<file path="config.mk">
export PLATFORM = sky130hd
export DESIGN_NAME = cbt_top
export DESIGN_NICKNAME = d
export VERILOG_FILES = /design/src/shared/cbt_pkg.sv /design/src/hdl/cbt_top.sv
export SDC_FILE = /design/constraint.sdc
export NUM_CORES = 1
export LEC_CHECK = 0
export ABC_CLOCK_PERIOD_IN_PS = 3900
export BUFFER_PORTS_ARGS = -buffer_cell sky130_fd_sc_hd__buf_2
export CORE_UTILIZATION = 54
export DETAILED_ROUTE_END_ITERATION = 8
export PLACE_DENSITY = 0.79
export SYNTH_ARGS = -nofsm -noshare
export SYNTH_HDL_FRONTEND = slang
export SYNTH_SLANG_ARGS = --single-unit
</file>
<file path="constraint.sdc">
create_clock -name clock -period 3.9 [get_ports clock]
set_input_delay 0.39 -clock clock [delete_from_list [all_inputs] [get_ports clock]]
set_output_delay 0.39 -clock clock [all_outputs]
set_load 0.02 [all_outputs]
</file>
<file path="src/shared/cbt_pkg.sv">
// Constants, register map and state type for the CAN bit-timing and filter-steering slice.
// Assumes one 250 MHz module clock and a word-indexed register port.
// Notes on behaviour
// - The transmit error counter reads as bits 15..8 of the error count register, zero at reset.
// - The receive error counter reads as bits 7..0 of the error count register, zero at reset.
// - A resynchronisation moves the bit edge by at most the jump-width code plus one quanta.
// - One time quantum lasts two times (prescaler code plus one) module clock periods.
// - With the wake-up filter bit set, wake-up needs a filtered low bus; otherwise any falling edge.
// - With phase-2 select set, the second phase segment lasts its 3-bit code plus one quanta.
// - With phase-2 select clear, phase 2 is the larger of phase 1 and the processing time.
// - With triple sampling set the bus is majority-voted over three samples, otherwise one.
// - The first phase segment lasts its 3-bit code in bits 5..3 plus one quanta.
// - The propagation segment lasts its 3-bit code in bits 2..0 plus one quanta.
// - Sixteen filter enables, all one at reset; a disabled filter never accepts.
// - A filter hit whose pointer is all ones stores the message into the receive FIFO.
// - A filter hit whose pointer is 0 to 14 stores the message into that receive buffer.
// - Four 4-bit pointers per register, filter 4k in the lowest nibble, all zero at reset.
// - Unused bits of both timing registers read as zero.
// - Bus-off, passive and warning flags are derived from the error counters, read-only.
package cbt_pkg;
  localparam int          ADDR_W          = 4;
  localparam int          DATA_W          = 16;
  localparam logic [3:0]  IDX_ERR_COUNTS  = 4'h0;
  localparam logic [3:0]  IDX_TIMING_A    = 4'h1;
  localparam logic [3:0]  IDX_TIMING_B    = 4'h2;
  localparam logic [3:0]  IDX_FILTER_EN   = 4'h3;
  localparam logic [3:0]  IDX_DEST_0_3    = 4'h4;
  localparam logic [3:0]  IDX_DEST_4_7    = 4'h5;
  localparam logic [3:0]  IDX_DEST_8_11   = 4'h6;
  localparam logic [3:0]  IDX_DEST_12_15  = 4'h7;
  localparam logic [3:0]  IDX_ERR_STATUS  = 4'h8;
  localparam logic [15:0] TIMING_A_MASK   = 16'h00FF;
  localparam logic [15:0] TIMING_B_MASK   = 16'h47FF;
  localparam logic [15:0] TIMING_A_RESET  = 16'h0000;
  localparam logic [15:0] TIMING_B_RESET  = 16'h0000;
  localparam logic [15:0] FILTER_EN_RESET = 16'hFFFF;
  localparam logic [15:0] DEST_RESET      = 16'h0000;
  localparam int          JUMP_LSB        = 6;
  localparam int          PRESCALE_LSB    = 0;
  localparam int          WAKE_SEL_BIT    = 14;
  localparam int          PH2_LEN_LSB     = 8;
  localparam int          PH2_SEL_BIT     = 7;
  localparam int          TRIPLE_SEL_BIT  = 6;
  localparam int          PH1_LEN_LSB     = 3;
  localparam int          PROP_LEN_LSB    = 0;
  localparam logic [3:0]  DEST_FIFO_CODE  = 4'hF;
  localparam logic [3:0]  INFO_PROC_TQ    = 4'h2;
  localparam logic [7:0]  WARN_LEVEL      = 8'h60;
  localparam logic [7:0]  PASSIVE_LEVEL   = 8'h80;
  localparam logic [7:0]  TX_ERR_STEP     = 8'h08;
  localparam int          CLOCK_PERIOD_PS = 4000;
  localparam int          WAKE_FILTER_NS  = 100;
  localparam int          WAKE_FILTER_CYC =
    (WAKE_FILTER_NS * 1000 + CLOCK_PERIOD_PS - 1) / CLOCK_PERIOD_PS;
  typedef enum logic [3:0] {
    ST_SYNC = 4'h1,
    ST_PROP = 4'h2,
    ST_PH1  = 4'h4,
    ST_PH2  = 4'h8
  } cbt_seg_t;
endpackage

</file>
<file path="src/hdl/cbt_top.sv">
// Bit-timing generator, error counters and acceptance-filter steering of a CAN controller.
// Assumes all inputs synchronous to clock; the protocol engine reports error events and hits.
`timescale 1ns/1ps
module cbt_top (
  input  wire logic                      clock,
  input  wire logic                      resetn,
  input  wire logic [cbt_pkg::ADDR_W-1:0] regAddr,
  input  wire logic [cbt_pkg::DATA_W-1:0] regWrData,
  input  wire logic                      regWr,
  input  wire logic                      regRd,
  output logic      [cbt_pkg::DATA_W-1:0] regRdData,
  input  wire logic                      rxLine,
  input  wire logic                      txErrUp,
  input  wire logic                      txErrDown,
  input  wire logic                      rxErrUp,
  input  wire logic                      rxErrDown,
  input  wire logic                      busOffRecover,
  input  wire logic                      filterHit,
  input  wire logic [3:0]                hitFilter,
  output logic                           storeValid,
  output logic                           storeToFifo,
  output logic      [3:0]                storeBuffer,
  output logic                           quantumTick,
  output logic                           bitStart,
  output logic                           samplePoint,
  output logic                           sampledBit,
  output logic                           wakeupDetect,
  output logic                           txBusOff,
  output logic                           txPassive,
  output logic                           rxPassive,
  output logic                           txWarning,
  output logic                           rxWarning
);
  logic [15:0]             timingA;
  logic [15:0]             timingB;
  logic [15:0]             filterEnable;
  logic [15:0]             destReg [4];
  logic [7:0]              txCount;
  logic [7:0]              rxCount;
  logic [6:0]              preCnt;
  logic [3:0]              qCnt;
  cbt_pkg::cbt_seg_t       segState;
  logic [4:0]              extend;
  logic [4:0]              shrink;
  logic                    resyncUsed;
  logic                    rxPrev;
  logic [1:0]              history;
  logic [7:0]              wakeCnt;
  logic [5:0]              prescale;
  logic [4:0]              jumpMax;
  logic [3:0]              ph1Len;
  logic [3:0]              ph2Len;
  logic [3:0]              propLen;
  logic                    fallEdge;
  logic [4:0]              phaseErr;
  logic [4:0]              ph2Left;
  logic [3:0]              hitPointer;
  logic [15:0]             statusWord;
  logic [15:0]             next_rdData;

  assign prescale = timingA[cbt_pkg::PRESCALE_LSB +: 6];
  assign jumpMax  = 5'(timingA[cbt_pkg::JUMP_LSB +: 2]) + 5'h01;
  assign propLen  = 4'(timingB[cbt_pkg::PROP_LEN_LSB +: 3]) + 4'h1;
  assign ph1Len   = 4'(timingB[cbt_pkg::PH1_LEN_LSB +: 3]) + 4'h1;
  always_comb begin
    if (timingB[cbt_pkg::PH2_SEL_BIT]) begin
      ph2Len = 4'(timingB[cbt_pkg::PH2_LEN_LSB +: 3]) + 4'h1;
    end else begin
      ph2Len = (ph1Len > cbt_pkg::INFO_PROC_TQ) ? ph1Len : cbt_pkg::INFO_PROC_TQ;
    end
  end

  // Quantum prescaler: tick every 2*(code+1) clocks
  assign quantumTick = (preCnt == {prescale, 1'b1});
  always_ff @(posedge clock or negedge resetn) begin
    if (!resetn) begin
      preCnt <= 7'h00;
    end else if (quantumTick || (regWr && regAddr == cbt_pkg::IDX_TIMING_A)) begin
      // Restart on a prescaler write, else a shorter code waits out the counter wrap
      preCnt <= 7'h00;
    end else begin
      preCnt <= preCnt + 7'h01;
    end
  end

  assign fallEdge = rxPrev & ~rxLine;
  assign ph2Left  = 5'(ph2Len) - 5'h01 - 5'(qCnt);
  always_comb begin
    phaseErr = 5'h00;
    if (segState == cbt_pkg::ST_PROP) begin
      phaseErr = 5'(qCnt) + 5'h01;
    end else if (segState == cbt_pkg::ST_PH1) begin
      phaseErr = 5'(propLen) + 5'(qCnt) + 5'h01;
    end
  end

  // Segment sequencer; one resynchronisation allowed per bit
  always_ff @(posedge clock or negedge resetn) begin
    if (!resetn) begin
      segState   <= cbt_pkg::ST_SYNC;
      qCnt       <= 4'h0;
      extend     <= 5'h00;
      shrink     <= 5'h00;
      resyncUsed <= 1'b0;
    end else begin
      if (fallEdge && !resyncUsed && segState != cbt_pkg::ST_SYNC) begin
        resyncUsed <= 1'b1;
        if (segState == cbt_pkg::ST_PH2) begin
          shrink <= (ph2Left < jumpMax) ? ph2Left : jumpMax;
        end else begin
          extend <= (phaseErr < jumpMax) ? phaseErr : jumpMax;
        end
      end
      if (quantumTick) begin
        unique case (segState)
          cbt_pkg::ST_SYNC: begin
            segState   <= cbt_pkg::ST_PROP;
            qCnt       <= 4'h0;
            resyncUsed <= 1'b0;
            extend     <= 5'h00;
            shrink     <= 5'h00;
          end
          cbt_pkg::ST_PROP: begin
            if (5'(qCnt) + 5'h01 >= 5'(propLen)) begin
              segState <= cbt_pkg::ST_PH1;
              qCnt     <= 4'h0;
            end else begin
              qCnt <= qCnt + 4'h1;
            end
          end
          cbt_pkg::ST_PH1: begin
            if (5'(qCnt) + 5'h01 >= 5'(ph1Len) + extend) begin
              segState <= cbt_pkg::ST_PH2;
              qCnt     <= 4'h0;
            end else begin
              qCnt <= qCnt + 4'h1;
            end
          end
          cbt_pkg::ST_PH2: begin
            if (5'(qCnt) + 5'h01 + shrink >= 5'(ph2Len)) begin
              segState <= cbt_pkg::ST_SYNC;
              qCnt     <= 4'h0;
            end else begin
              qCnt <= qCnt + 4'h1;
            end
          end
          default: begin
            segState <= cbt_pkg::ST_SYNC;
            qCnt     <= 4'h0;
          end
        endcase
      end
    end
  end

  assign bitStart    = quantumTick && (segState == cbt_pkg::ST_SYNC);
  assign samplePoint = quantumTick && (segState == cbt_pkg::ST_PH1)
                       && (5'(qCnt) + 5'h01 >= 5'(ph1Len) + extend);

  // Samples from the two previous quanta feed the majority vote
  always_ff @(posedge clock or negedge resetn) begin
    if (!resetn) begin
      history    <= 2'b11;
      sampledBit <= 1'b1;
      rxPrev     <= 1'b1;
    end else begin
      rxPrev <= rxLine;
      if (quantumTick) begin
        history <= {history[0], rxLine};
      end
      if (samplePoint) begin
        if (timingB[cbt_pkg::TRIPLE_SEL_BIT]) begin
          sampledBit <= (history[1] & history[0]) | (history[1] & rxLine)
                        | (history[0] & rxLine);
        end else begin
          sampledBit <= rxLine;
        end
      end
    end
  end

  // Filtered wake-up rejects glitches shorter than the filter time
  always_ff @(posedge clock or negedge resetn) begin
    if (!resetn) begin
      wakeCnt      <= 8'h00;
      wakeupDetect <= 1'b0;
    end else begin
      wakeCnt <= rxLine ? 8'h00 : ((wakeCnt == 8'hFF) ? wakeCnt : wakeCnt + 8'h01);
      if (timingB[cbt_pkg::WAKE_SEL_BIT]) begin
        wakeupDetect <= (wakeCnt == 8'(cbt_pkg::WAKE_FILTER_CYC - 1)) && !rxLine;
      end else begin
        wakeupDetect <= fallEdge;
      end
    end
  end

  // Error counters saturate; an overflowing transmit step means bus-off
  always_ff @(posedge clock or negedge resetn) begin
    if (!resetn) begin
      txCount  <= 8'h00;
      rxCount  <= 8'h00;
      txBusOff <= 1'b0;
    end else begin
      if (txErrUp) begin
        if (txCount > 8'hFF - cbt_pkg::TX_ERR_STEP) begin
          txCount  <= 8'hFF;
          txBusOff <= 1'b1;
        end else begin
          txCount <= txCount + cbt_pkg::TX_ERR_STEP;
        end
      end else if (busOffRecover) begin
        txCount  <= 8'h00;
        txBusOff <= 1'b0;
      end else if (txErrDown && txCount != 8'h00) begin
        txCount <= txCount - 8'h01;
      end
      if (rxErrUp && rxCount != 8'hFF) begin
        rxCount <= rxCount + 8'h01;
      end else if (busOffRecover && !rxErrUp) begin
        rxCount <= 8'h00;
      end else if (rxErrDown && !rxErrUp && rxCount != 8'h00) begin
        rxCount <= rxCount - 8'h01;
      end
    end
  end

  assign txPassive = (txCount >= cbt_pkg::PASSIVE_LEVEL) && !txBusOff;
  assign rxPassive = (rxCount >= cbt_pkg::PASSIVE_LEVEL);
  assign txWarning = (txCount >= cbt_pkg::WARN_LEVEL);
  assign rxWarning = (rxCount >= cbt_pkg::WARN_LEVEL);
  assign statusWord = {2'b00, txBusOff, txPassive, rxPassive, txWarning, rxWarning,
                       txWarning | rxWarning, 8'h00};

  // Register writes
  always_ff @(posedge clock or negedge resetn) begin
    if (!resetn) begin
      timingA      <= cbt_pkg::TIMING_A_RESET;
      timingB      <= cbt_pkg::TIMING_B_RESET;
      filterEnable <= cbt_pkg::FILTER_EN_RESET;
      for (int i = 0; i < 4; i++) begin
        destReg[i] <= cbt_pkg::DEST_RESET;
      end
    end else if (regWr) begin
      unique case (regAddr)
        cbt_pkg::IDX_TIMING_A:   timingA <= regWrData & cbt_pkg::TIMING_A_MASK;
        cbt_pkg::IDX_TIMING_B:   timingB <= regWrData & cbt_pkg::TIMING_B_MASK;
        cbt_pkg::IDX_FILTER_EN:  filterEnable <= regWrData;
        cbt_pkg::IDX_DEST_0_3:   destReg[0] <= regWrData;
        cbt_pkg::IDX_DEST_4_7:   destReg[1] <= regWrData;
        cbt_pkg::IDX_DEST_8_11:  destReg[2] <= regWrData;
        cbt_pkg::IDX_DEST_12_15: destReg[3] <= regWrData;
        default: begin
        end
      endcase
    end
  end

  // Register reads, data valid in the cycle after the strobe only
  always_comb begin
    next_rdData = 16'h0000;
    unique case (regAddr)
      cbt_pkg::IDX_ERR_COUNTS: next_rdData = {txCount, rxCount};
      cbt_pkg::IDX_TIMING_A:   next_rdData = timingA & cbt_pkg::TIMING_A_MASK;
      cbt_pkg::IDX_TIMING_B:   next_rdData = timingB & cbt_pkg::TIMING_B_MASK;
      cbt_pkg::IDX_FILTER_EN:  next_rdData = filterEnable;
      cbt_pkg::IDX_DEST_0_3:   next_rdData = destReg[0];
      cbt_pkg::IDX_DEST_4_7:   next_rdData = destReg[1];
      cbt_pkg::IDX_DEST_8_11:  next_rdData = destReg[2];
      cbt_pkg::IDX_DEST_12_15: next_rdData = destReg[3];
      cbt_pkg::IDX_ERR_STATUS: next_rdData = statusWord;
      default:                 next_rdData = 16'h0000;
    endcase
  end

  always_ff @(posedge clock or negedge resetn) begin
    if (!resetn) begin
      regRdData <= 16'h0000;
    end else begin
      regRdData <= regRd ? next_rdData : 16'h0000;
    end
  end

  // Destination steering for a reported filter hit
  assign hitPointer = destReg[hitFilter[3:2]][{hitFilter[1:0], 2'b00} +: 4];
  always_ff @(posedge clock or negedge resetn) begin
    if (!resetn) begin
      storeValid  <= 1'b0;
      storeToFifo <= 1'b0;
      storeBuffer <= 4'h0;
    end else begin
      storeValid <= filterHit && filterEnable[hitFilter];
      if (filterHit && filterEnable[hitFilter]) begin
        storeToFifo <= (hitPointer == cbt_pkg::DEST_FIFO_CODE);
        storeBuffer <= hitPointer;
      end
    end
  end

  // Helper: clocks since the previous quantum tick
  logic [7:0] tickGap;
  always_ff @(posedge clock or negedge resetn) begin
    if (!resetn) begin
      tickGap <= 8'h00;
    end else begin
      tickGap <= (quantumTick || (regWr && regAddr == cbt_pkg::IDX_TIMING_A)) ? 8'h00
                 : tickGap + 8'h01;
    end
  end

  AST_TQ_PERIOD: assert property (@(posedge clock) disable iff (!resetn)
    quantumTick && $stable(timingA) && $past(quantumTick) == 1'b0 && tickGap != 8'h00
    |-> tickGap == 8'(2 * prescale + 1))
    else $error("quantum period does not match prescaler");
  AST_TX_STEP: assert property (@(posedge clock) disable iff (!resetn)
    txErrUp && txCount < 8'hF0 |=> txCount == $past(txCount) + 8'h08)
    else $error("transmit counter did not step by eight");
  AST_RX_STEP: assert property (@(posedge clock) disable iff (!resetn)
    rxErrUp && rxCount < 8'hFF |=> rxCount == $past(rxCount) + 8'h01)
    else $error("receive counter did not step by one");
  AST_DISABLED_DROP: assert property (@(posedge clock) disable iff (!resetn)
    filterHit && !filterEnable[hitFilter] |=> !storeValid)
    else $error("disabled filter accepted a message");
  AST_FIFO_STEER: assert property (@(posedge clock) disable iff (!resetn)
    filterHit && filterEnable[hitFilter] && hitPointer == 4'hF |=> storeValid && storeToFifo)
    else $error("all-ones pointer not steered to FIFO");
  AST_BUF_STEER: assert property (@(posedge clock) disable iff (!resetn)
    filterHit && filterEnable[hitFilter] && hitPointer != 4'hF
    |=> storeValid && !storeToFifo && storeBuffer == $past(hitPointer))
    else $error("buffer pointer not honoured");
  AST_SAMPLE_THEN_PH2: assert property (@(posedge clock) disable iff (!resetn)
    samplePoint |-> segState == cbt_pkg::ST_PH1 ##1 segState == cbt_pkg::ST_PH2)
    else $error("sample point not at end of phase 1");
  AST_SYNC_ONE_TQ: assert property (@(posedge clock) disable iff (!resetn)
    bitStart |=> segState == cbt_pkg::ST_PROP && qCnt == 4'h0)
    else $error("sync segment longer than one quantum");
  AST_WAKE_DIRECT: assert property (@(posedge clock) disable iff (!resetn)
    !timingB[14] && rxPrev && !rxLine |=> wakeupDetect)
    else $error("unfiltered wake-up missed");
  AST_CFG_A_UPPER: assert property (@(posedge clock) disable iff (!resetn)
    regRd && regAddr == 4'h1 |=> regRdData[15:8] == 8'h00)
    else $error("unused timing bits read nonzero");
endmodule // cbt_top

</file>
==> flow_summary.yaml, run 1 <==
place:
  port_buffers: 66
  placed_cell_area_sq_mm: 0.0107
  dp_hpwl_um: 17800
  gp_congestion: 0.945
worst_setup_path:
  startpoint_type: "register"
  worstSetupPathType: "register to register"
  endpoint_kind: "register"
  cp_max_fo: 6
  cp.arrival_ns: 3.98
  crit_required_ns: 4.21
detailed_routing:
  drt-pass1-iter-count: 7
  route.detailed.wl_per_inst_um: 21.3
  met1Wirelength_um: 11000
  ant_nets: 0
  wirelength_um: 25700
  via_per_inst: 6.44
  drc: 8
  dr_wl_met3_um: 1810
  wl_met2_um: 12200
  top_layer: "met4"
  vias: 7748
  first_iter_violations: 759
cts:
  clk_latency_ns: 0.44
  cts_root_buffer: "clkbuf_16"
  clock_sinks: 178
  cts_tree: "built"
  clockBufferDepth: 2
  clk_transition_reported_paths_ns: 0.07
  cts_max_level: 4
  hold_buffers: 0
  cts_buffers: 17
die:
  fp.dieH_um: 139
  die_w_um: 139
  fp-row-count: 49
  die_area_sq_mm: 0.0194
  initial_core_util_pct: 55.8
  io_pins: 67
  core-area_sq_mm: 0.0182
sta:
  setup_viol: 0
  skew_ns: 0.0105
  rsz0062_at_grt: "false"
  slew_viol_final: 0
  setup_tns_ns: 0
  worst_pin_slew_ns: 0.966
  max_freq_ghz: 0.272
  post-route-min-period_ns: 3.67
  relSlewSlack_pct: 35.4
  final_hold_viol_count: 0
  finalCritPeriodShare_pct: 94.2
pwr:
  p_total_mw: 6.83
  p_sw_mw: 2.48
  p_per_area_mw_per_mm2: 604
  combinationalPowerShare_pct: 34.4
  clkPwrFrac_pct: 24.0
  internal-power_mw: 4.35
  p_leak_nw: 5.10
  peakVddDrop_mv: 0.467
  seqPwrFrac_pct: 41.6
  sw_frac_of_total_pct: 36.3
status:
  violations: "DRC"
  status: "finished with violations"
min_path:
  hold_path_class: "input port to asynchronous set/reset pin"
final_layout:
  nets: 1047
  utilization_pct: 62.2
  drive_gt1_share_pct: 29.2
  design_area_sq_mm: 0.0113
  fillers: 1414
  register_area_sq_mm: 0.00448
  syn_to_final_growth_pct: 11.3
  layout_common_cells: "dfrtp_1, mux2_2, buf_2"
  multi_input_area_sq_mm: 0.00531
  final_common_cell: "dfrtp_1"
synthesis:
  syn_area_sq_mm: 0.0102
  synth_top_area_cell: "dfrtp_1"
  synth_cell_types: 72
  ys_seq_area_share_pct: 44.1
  ys_top_cells_by_area: "dfrtp_1, mux2_2, ha_1, dfstp_2, mux4_2"
  synthCells: 904
  ys_seq_elements: 178
  synth_nets: 992
  async_reset_ff_share_pct: 100
  yosys_warnings: 0
  synth_ff_type: "dfrtp_1"
  synth_edf_count: 0
  syn_avg_cell_area_sq_um: 11.2
  netlist.area_leader.share_pct: 38.6
grt:
  grt_pass1_wl_um: 41800
  grt_pass1_vias: 7767
  antenna_found_initial: 2
  grt_usage_pct: 28.0
  grt_max_degree: 104
  grt_overflow_total: 0
flow_run:
  drv_cap: 0
synthesized netlist by cell type, drive strengths merged (8+ instances only):
master / instances
dfrtp: 157
mux2: 110
inv: 57
ha: 49
nor2: 49
a22oi: 48
nand2: 44
a21oi: 39
clkbuf: 37
o21ai: 24
mux4: 22
dfstp: 21
nor3: 17
xnor2: 17
a31oi: 16
nand3: 15
mux2i: 13
nand2b: 13
xor2: 13
and3: 9
buf: 9
a21o: 8
a41oi: 8
nor2b: 8
critical path, stage by stage (launching register included):
cell,delay (ns)
dfrtp_1,0.43
ha_1,0.25
xor2_2,0.20
o21ai_0,0.13
mux2i_1,0.21
ha_1,0.24
inv_1,0.06
fa_1,0.49
inv_1,0.06
ha_1,0.27
o21ai_0,0.08
nand2b_1,0.14
a2111oi_4,0.49
mux2i_1,0.15
a211oi_1,0.34
routing by layer:
layer | up-vias | GRT usage, %
met5 | - | 0
met4 | 0 | 11.7
li1 | 3476 | -
met2 | 353 | 44.0
met3 | 62 | 5.40
met1 | 3857 | 38.1
layout make-up:
type / instances / area share, %
inverters: 57 / 1.89
multi-input cells: 623 / 46.9
repair buffers: 82 / 4.15
flip-flops and latches: 178 / 39.6
diodes: 2 / 0.0442
clock buffers: 22 / 4.01
clock inverters: 10 / 0.896
well taps: 229 / 2.53
sequential cells by signal, summed over array words and instances (netlist names), 5 cells and up:
name,count
destReg,64
filterEnable,16
wakeCnt,8
shrink,5
txCount,8
rxCount,8
regRdData,16
timingA,8
timingB,12
preCnt,7
extend,5
power groups by stage:
stage / clock [mW] / combinational, mW / sequential, mW
detailed placement: 0 / 2.26 / 2.85
global route: 1.74 / 2.59 / 2.91
floorplan: 0 / 1.85 / 2.62
finish: 1.64 / 2.35 / 2.85
CTS: 1.66 / 2.30 / 2.82
global placement: 0 / 2.17 / 2.84
worst paths after layout:
path | startpoint | slack, ns | cells past startpoint | endpoint
min in group clock | rxLine | 0.18 | 1 | rxPrev$_DFF_PN1_
min | resetn | 0.08 | 1 | wakeCnt[5]$_DFFE_PN0P_
max reg2reg | timingB[3]$_DFFE_PN0P_ | 0.23 | 14 | shrink[1]$_DFF_PN0_
min reg2reg | history[1]$_DFFE_PN1P_ | 0.47 | 2 | history[1]$_DFFE_PN1P_
max | timingB[3]$_DFFE_PN0P_ | 0.23 | 14 | shrink[1]$_DFF_PN0_
max in group asynchronous | resetn | 2.84 | 2 | filterEnable[8]$_DFFE_PN1P_
cells by family after synthesis:
family,synth area share (%)
flops,44.1
buf+inv,4.00
compound gates,13.9
mux,18.4
fa+ha+maj,6.82
simple gates,10.3
xor+xnor,2.58
through the flow:
step	worst slack (ns)	std cells	hold slack, ns
floorplan	0.591	904	0.0944
global placement	0.394	1169	0.447
finish	0.228	1203	0.0760
detailed placement	0.290	1169	0.458
CTS	0.0953	1201	0.125
global route	0.0506	1202	0.131
repair_timing:
action / CTS / global route
setup buffers: 0 / 0
resized for setup: 0 / 2
setup endpoints to repair: 0 / 3
(Power assumes the default switching activity.)
==> run 2: changes to the inputs <==
--- a/config.mk
+++ b/config.mk
@@ -7,6 +7,7 @@
 export LEC_CHECK = 0
 export ABC_CLOCK_PERIOD_IN_PS = 3900
 export BUFFER_PORTS_ARGS = -buffer_cell sky130_fd_sc_hd__buf_2
+export CORE_MARGIN = 3
 export CORE_UTILIZATION = 54
 export DETAILED_ROUTE_END_ITERATION = 8
 export PLACE_DENSITY = 0.79
==> constraint.sdc (replaced) <==
create_clock -name clock -period 3.9 [get_ports clock]
set_input_delay 0.78 -clock clock [delete_from_list [all_inputs] [get_ports clock]]
set_output_delay 0.78 -clock clock [all_outputs]
set_load 0.02 [all_outputs]
==> flow_summary.yaml, run 2 (synthesis gave the netlist of run 1 again) <==
worst_setup_path:
  startpoint_type: "register"
  critPathSlowestCell: "dfrtp_2"
  worstReg2RegEnd: "shrink[2]$_DFF_PN0_"
  cp.arrival_ns: 3.00
  r2r_slack_ns: 0.29
  worstSetupPathType: "register to output port"
  slowest_delay_ns: 0.44
  r2r-start: "timingB[3]$_DFFE_PN0P_"
  crit_chain: "ha_1 > fa_1 > inv_1 > a21o_1 > a21oi_1 > xor2_1 > ha_1 > a21oi_1 > o21ai_2 > and3_1 > buf_2"
  worstRegToRegCells: 14
  crit_required_ns: 3.12
  endpoint_kind: "output port"
  cp_max_fo: 6
detailed_routing:
  route.detailed.wl_per_inst_um: 21.5
  drc: 0
  via_per_inst: 6.47
  wirelength_um: 25900
  drt-pass1-iter-count: 5
  vias: 7784
  ant_nets: 0
  first_iter_violations: 744
final_layout:
  drive_gt1_share_pct: 30.0
  design_area_sq_mm: 0.0114
  largest_reg_flops: 64
  final_common_cell: "dfrtp_1"
  top_register: "destReg"
  nets: 1048
  layout_common_cells: "dfrtp_1, mux2_2, buf_2"
  reg_top3: "destReg x64, filterEnable x16, regRdData x16"
  syn_to_final_growth_pct: 11.9
sta:
  setup_viol: 0
  setup_ws_ns: 0.122
  worst_pin_slew_ns: 0.960
  max_freq_ghz: 0.265
  hold_slack_ns: 0.404
  relSlewSlack_pct: 35.9
  setup_tns_ns: 0
  skew_ns: 0.0137
  slew_viol_final: 0
  finalCritPeriodShare_pct: 96.9
  rsz0062_at_grt: "true"
  post-route-min-period_ns: 3.78
  final_hold_viol_count: 0
cts:
  clockBufferDepth: 2
  cts_tree: "built"
  cts_buffers: 17
  cts_root_buffer: "clkbuf_16"
  clock_sinks: 178
  hold_buffers: 0
  clk_transition_reported_paths_ns: 0.07
  cts_max_level: 4
  cts_setup_buffers: 0
  clk_latency_ns: 0.44
die:
  initial_core_util_pct: 55.8
  die_area_sq_mm: 0.0205
  fp-row-count: 49
  io_pins: 67
  fp.dieH_um: 143
  die_w_um: 143
  core-area_sq_mm: 0.0182
pwr:
  clkPwrFrac_pct: 24.9
  p_per_area_mw_per_mm2: 613
  p_sw_mw: 2.61
  p_leak_nw: 5.12
  sw_frac_of_total_pct: 37.4
  internal-power_mw: 4.37
  seqPwrFrac_pct: 41.0
  combinationalPowerShare_pct: 34.1
  peakVddDrop_mv: 0.334
flow_run:
  drv_cap: 0
grt:
  grt_pass1_vias: 7532
  antenna_found_initial: 1
  grt_usage_pct: 25.7
  grt_max_degree: 94
  grt_overflow_total: 0
  grt_pass1_wl_um: 41200
place:
  dp_hpwl_um: 18100
  gp_congestion: 0.911
  port_buffers: 66
  placed_cell_area_sq_mm: 0.0107
  place_ws_ns: 0.250
status:
  status: "finished, final reports clean"
min_path:
  hold_path_class: "input port to asynchronous set/reset pin"
run 2: routing by layer:
metal / share of wire, % / GRT usage, % / vias up
met1: 43 / 36.8 / 3902
met2: 47 / 39.9 / 353
met5: 0 / 0 / -
met4: 2.6 / 8.57 / 0
li1: - / - / 3471
met3: 7.4 / 4.76 / 58
run 2: power by group through the flow:
stage	clock [mW]	combinational (mW)	sequential, mW
final	1.74	2.38	2.86
after global routing	1.83	2.62	2.91
after CTS	1.75	2.30	2.83
after detailed placement	0	2.27	2.86
after global placement	0	2.19	2.85
after floorplan	0	1.85	2.62
run 2: area by class of cell:
type                    instances  area, sq um
diodes                          1         2.50
clock buffers                  17          425
clock inverters                15          164
fillers                      1417         6840
inverters                      57          214
multi-input cells             623         5320
flip-flops and latches        178         4480
well taps                     229          287
repair buffers                 83          477
run 2: worst max-delay path: cells and delay by family, from the launching register on:
family / cells / cell delay [ns]
fa+ha+maj: 3 / 1.09
buf+inv: 2 / 0.24
simple gates: 1 / 0.21
flops: 1 / 0.44
compound gates: 4 / 0.44
xor+xnor: 1 / 0.14
run 2: worst max-delay path by stage:
| stage | start | end | slack [ns] | cells after the start |
|---|---|---|---|---|
| floorplan | timingB[3]$_DFFE_PN0P_ | shrink[1]$_DFF_PN0_ | 0.59 | 14 |
| global placement | timingB[3]$_DFFE_PN0P_ | shrink[1]$_DFF_PN0_ | 0.40 | 14 |
| detailed placement | timingB[3]$_DFFE_PN0P_ | shrink[1]$_DFF_PN0_ | 0.25 | 14 |
| CTS | timingB[3]$_DFFE_PN0P_ | samplePoint | 0.002 | 11 |
| global route | timingB[3]$_DFFE_PN0P_ | samplePoint | -0.04 | 11 |
| finish | timingB[3]$_DFFE_PN0P_ | samplePoint | 0.12 | 11 |
run 2: through the flow:
| step | power [mW] | std cells | utilization, % |
|---|---|---|---|
| 2_1_floorplan | 4.47 | 904 | - |
| 4_1_cts | 6.89 | 1202 | 62.2 |
| 3_3_place_gp | 5.04 | 1170 | 59.0 |
| 3_5_place_dp | 5.13 | 1170 | 59.0 |
| 5_1_grt | 7.36 | 1203 | 62.5 |
| 6_report | 6.98 | 1203 | 62.5 |
run 2: timing repair:
item	CTS	global route
gates resized for setup	1	5
gates cloned	0	0
pin swaps	0	0
hold endpoints to repair	0	0
setup endpoints to repair	1	4
==> run 3: changes to the inputs <==
--- a/config.mk
+++ b/config.mk
@@ -5,12 +5,11 @@
 export SDC_FILE = /design/constraint.sdc
 export NUM_CORES = 1
 export LEC_CHECK = 0
-export ABC_CLOCK_PERIOD_IN_PS = 3900
+export ABC_CLOCK_PERIOD_IN_PS = 3100
 export BUFFER_PORTS_ARGS = -buffer_cell sky130_fd_sc_hd__buf_2
-export CORE_MARGIN = 3
 export CORE_UTILIZATION = 54
 export DETAILED_ROUTE_END_ITERATION = 8
-export PLACE_DENSITY = 0.79
+export PLACE_DENSITY = 0.82
 export SYNTH_ARGS = -nofsm -noshare
 export SYNTH_HDL_FRONTEND = slang
 export SYNTH_SLANG_ARGS = --single-unit
==> constraint.sdc (replaced) <==
create_clock -name clock -period 3.1 [get_ports clock]
set_input_delay 0.62 -clock clock [delete_from_list [all_inputs] [get_ports clock]]
set_output_delay 0.62 -clock clock [all_outputs]
set_load 0.02 [all_outputs]
==> flow_summary.yaml, run 3 (synthesis gave the netlist of run 1 again) <==
status:
  status: "finished with violations"
  violations: "DRC, setup timing"
worst_setup_path:
  cp.arrival_ns: 2.90
  critPathSlowestCell: "dfrtp_2"
  endpoint_kind: "output port"
  crit_chain: "ha_4 > xor2_4 > ha_4 > buf_6 > xor2_1 > ha_1 > a21o_1 > a31oi_2 > o21ai_2 > and3_4 > buf_6"
  crit_family: "adder cells"
  crit_start: "timingB[3]$_DFFE_PN0P_"
  worstSetupPathType: "register to output port"
  crit_required_ns: 2.48
  startpoint_type: "register"
  slowest_delay_ns: 0.47
  worst-path-buf-inv: 2
  cp_max_fo: 4
  r2r-start: "timingB[3]$_DFFE_PN0P_"
place:
  dp_hpwl_um: 18700
  gp_congestion: 0.901
  placed_cell_area_sq_mm: 0.0110
  port_buffers: 66
cts:
  cts_root_buffer: "clkbuf_16"
  clk_transition_reported_paths_ns: 0.07
  clock_sinks: 178
  cts_buffers: 17
  clk_latency_ns: 0.44
  cts_max_level: 4
  cts_tree: "built"
  clockBufferDepth: 2
grt:
  grt_overflow_total: 0
  antenna_found_initial: 1
  grt_usage_pct: 29.0
  grt_pass1_vias: 8020
  grt_pass1_wl_um: 43400
  grt_max_degree: 77
sta:
  post-route-min-period_ns: 3.52
  slew_viol_final: 0
  finalCritPeriodShare_pct: 114
  max_freq_ghz: 0.284
  final_hold_viol_count: 0
  setup_ws_ns: -0.423
  relSlewSlack_pct: 42.6
  skew_ns: 0.00826
  rsz0062_at_grt: "true"
  worst_pin_slew_ns: 0.859
  setup_viol: 6
  hold_slack_ns: 0.192
pwr:
  p_leak_nw: 5.31
  p_sw_mw: 3.49
  internal-power_mw: 5.89
  p_total_mw: 9.38
  sw_frac_of_total_pct: 37.2
  peakVddDrop_mv: 0.472
  p_per_area_mw_per_mm2: 793
  combinationalPowerShare_pct: 38.3
  clkPwrFrac_pct: 23.2
  seqPwrFrac_pct: 38.5
detailed_routing:
  route.detailed.wl_per_inst_um: 22.0
  vias: 8120
  drt-pass1-iter-count: 9
  via_per_inst: 6.54
  first_iter_violations: 776
  ant_nets: 0
  drc: 4
  wirelength_um: 27300
final_layout:
  drive_gt1_share_pct: 35.4
  multi_input_area_sq_mm: 0.00549
  layout_common_cells: "dfrtp_1, mux2_2, buf_2"
  top_register: "destReg"
  final_common_cell: "dfrtp_1"
  nets: 1086
  fillers: 1303
  syn_to_final_growth_pct: 16.3
  reg_top3: "destReg x64, filterEnable x16, regRdData x16"
  design_area_sq_mm: 0.0118
  register_area_sq_mm: 0.00448
  largest_reg_flops: 64
die:
  initial_core_util_pct: 55.8
  die_area_sq_mm: 0.0194
  io_pins: 67
  core-area_sq_mm: 0.0182
  fp-row-count: 49
  die_w_um: 139
  fp.dieH_um: 139
min_path:
  hold_path_class: "input port to asynchronous set/reset pin"
flow_run:
  drv_cap: 0
==> run 3: final timing paths <==
| kind | endpoint | cells past startpoint | slack (ns) |
|---|---|---|---|
| min in group clock | rxPrev$_DFF_PN1_ | 1 | 0.39 |
| max in group asynchronous | filterEnable[3]$_DFFE_PN1P_ | 2 | 2.07 |
| worst max-delay path | samplePoint | 11 | -0.42 |
| worst min register to register | history[1]$_DFFE_PN1P_ | 2 | 0.47 |
| worst min-delay path | wakeCnt[5]$_DFFE_PN0P_ | 1 | 0.19 |
| worst max register to register | shrink[0]$_DFF_PN0_ | 16 | -0.31 |
==> run 3: per-stage QoR <==
stage	std cells	worst slack [ns]	util (%)	TNS, ns
2_1_floorplan	904	0.000690	-	0
3_3_place_gp	1200	-0.112	60.4	-0.254
3_5_place_dp	1200	-0.253	60.4	-0.987
4_1_cts	1234	-0.394	64.2	-1.04
5_1_grt	1241	-0.509	65.0	-2.44
6_report	1241	-0.423	65.0	-1.37
==> run 3: final cells by class <==
class                   instances  share of cell area, %
repair buffers                121                   6.45
well taps                     229                   2.42
inverters                      57                   1.81
clock buffers                  17                   3.60
multi-input cells             623                   46.4
clock inverters                15                   1.41
diodes                          1                 0.0212
flip-flops and latches        178                   37.9
==> run 3: per-layer routing <==
layer  routed length, um  global-route usage (%)  vias to the layer above
met5                   0                       0                        -
met3                2710                    6.81                       97
met1               10700                    38.4                     4010
met2               13000                    46.1                      470
li1                    -                       -                     3543
met4                 912                    12.5                        0
==> run 3: timing repair <==
| item | in CTS | in global routing |
|---|---|---|
| gates cloned | 0 | 0 |
| setup buffers | 3 | 6 |
| gates resized for setup | 21 | 18 |
| hold buffers | 0 | 0 |
| pin swaps | 15 | 10 |
| setup endpoints to repair | 7 | 15 |
==> run 3: power groups by stage <==
stage / logic (mW) / registers, mW / clock network, mW
floorplan: 2.39 / 3.30 / 0
global placement: 3.03 / 3.56 / 0
detailed placement: 3.16 / 3.59 / 0
CTS: 3.28 / 3.56 / 2.20
global route: 3.90 / 3.67 / 2.30
finish: 3.59 / 3.61 / 2.18
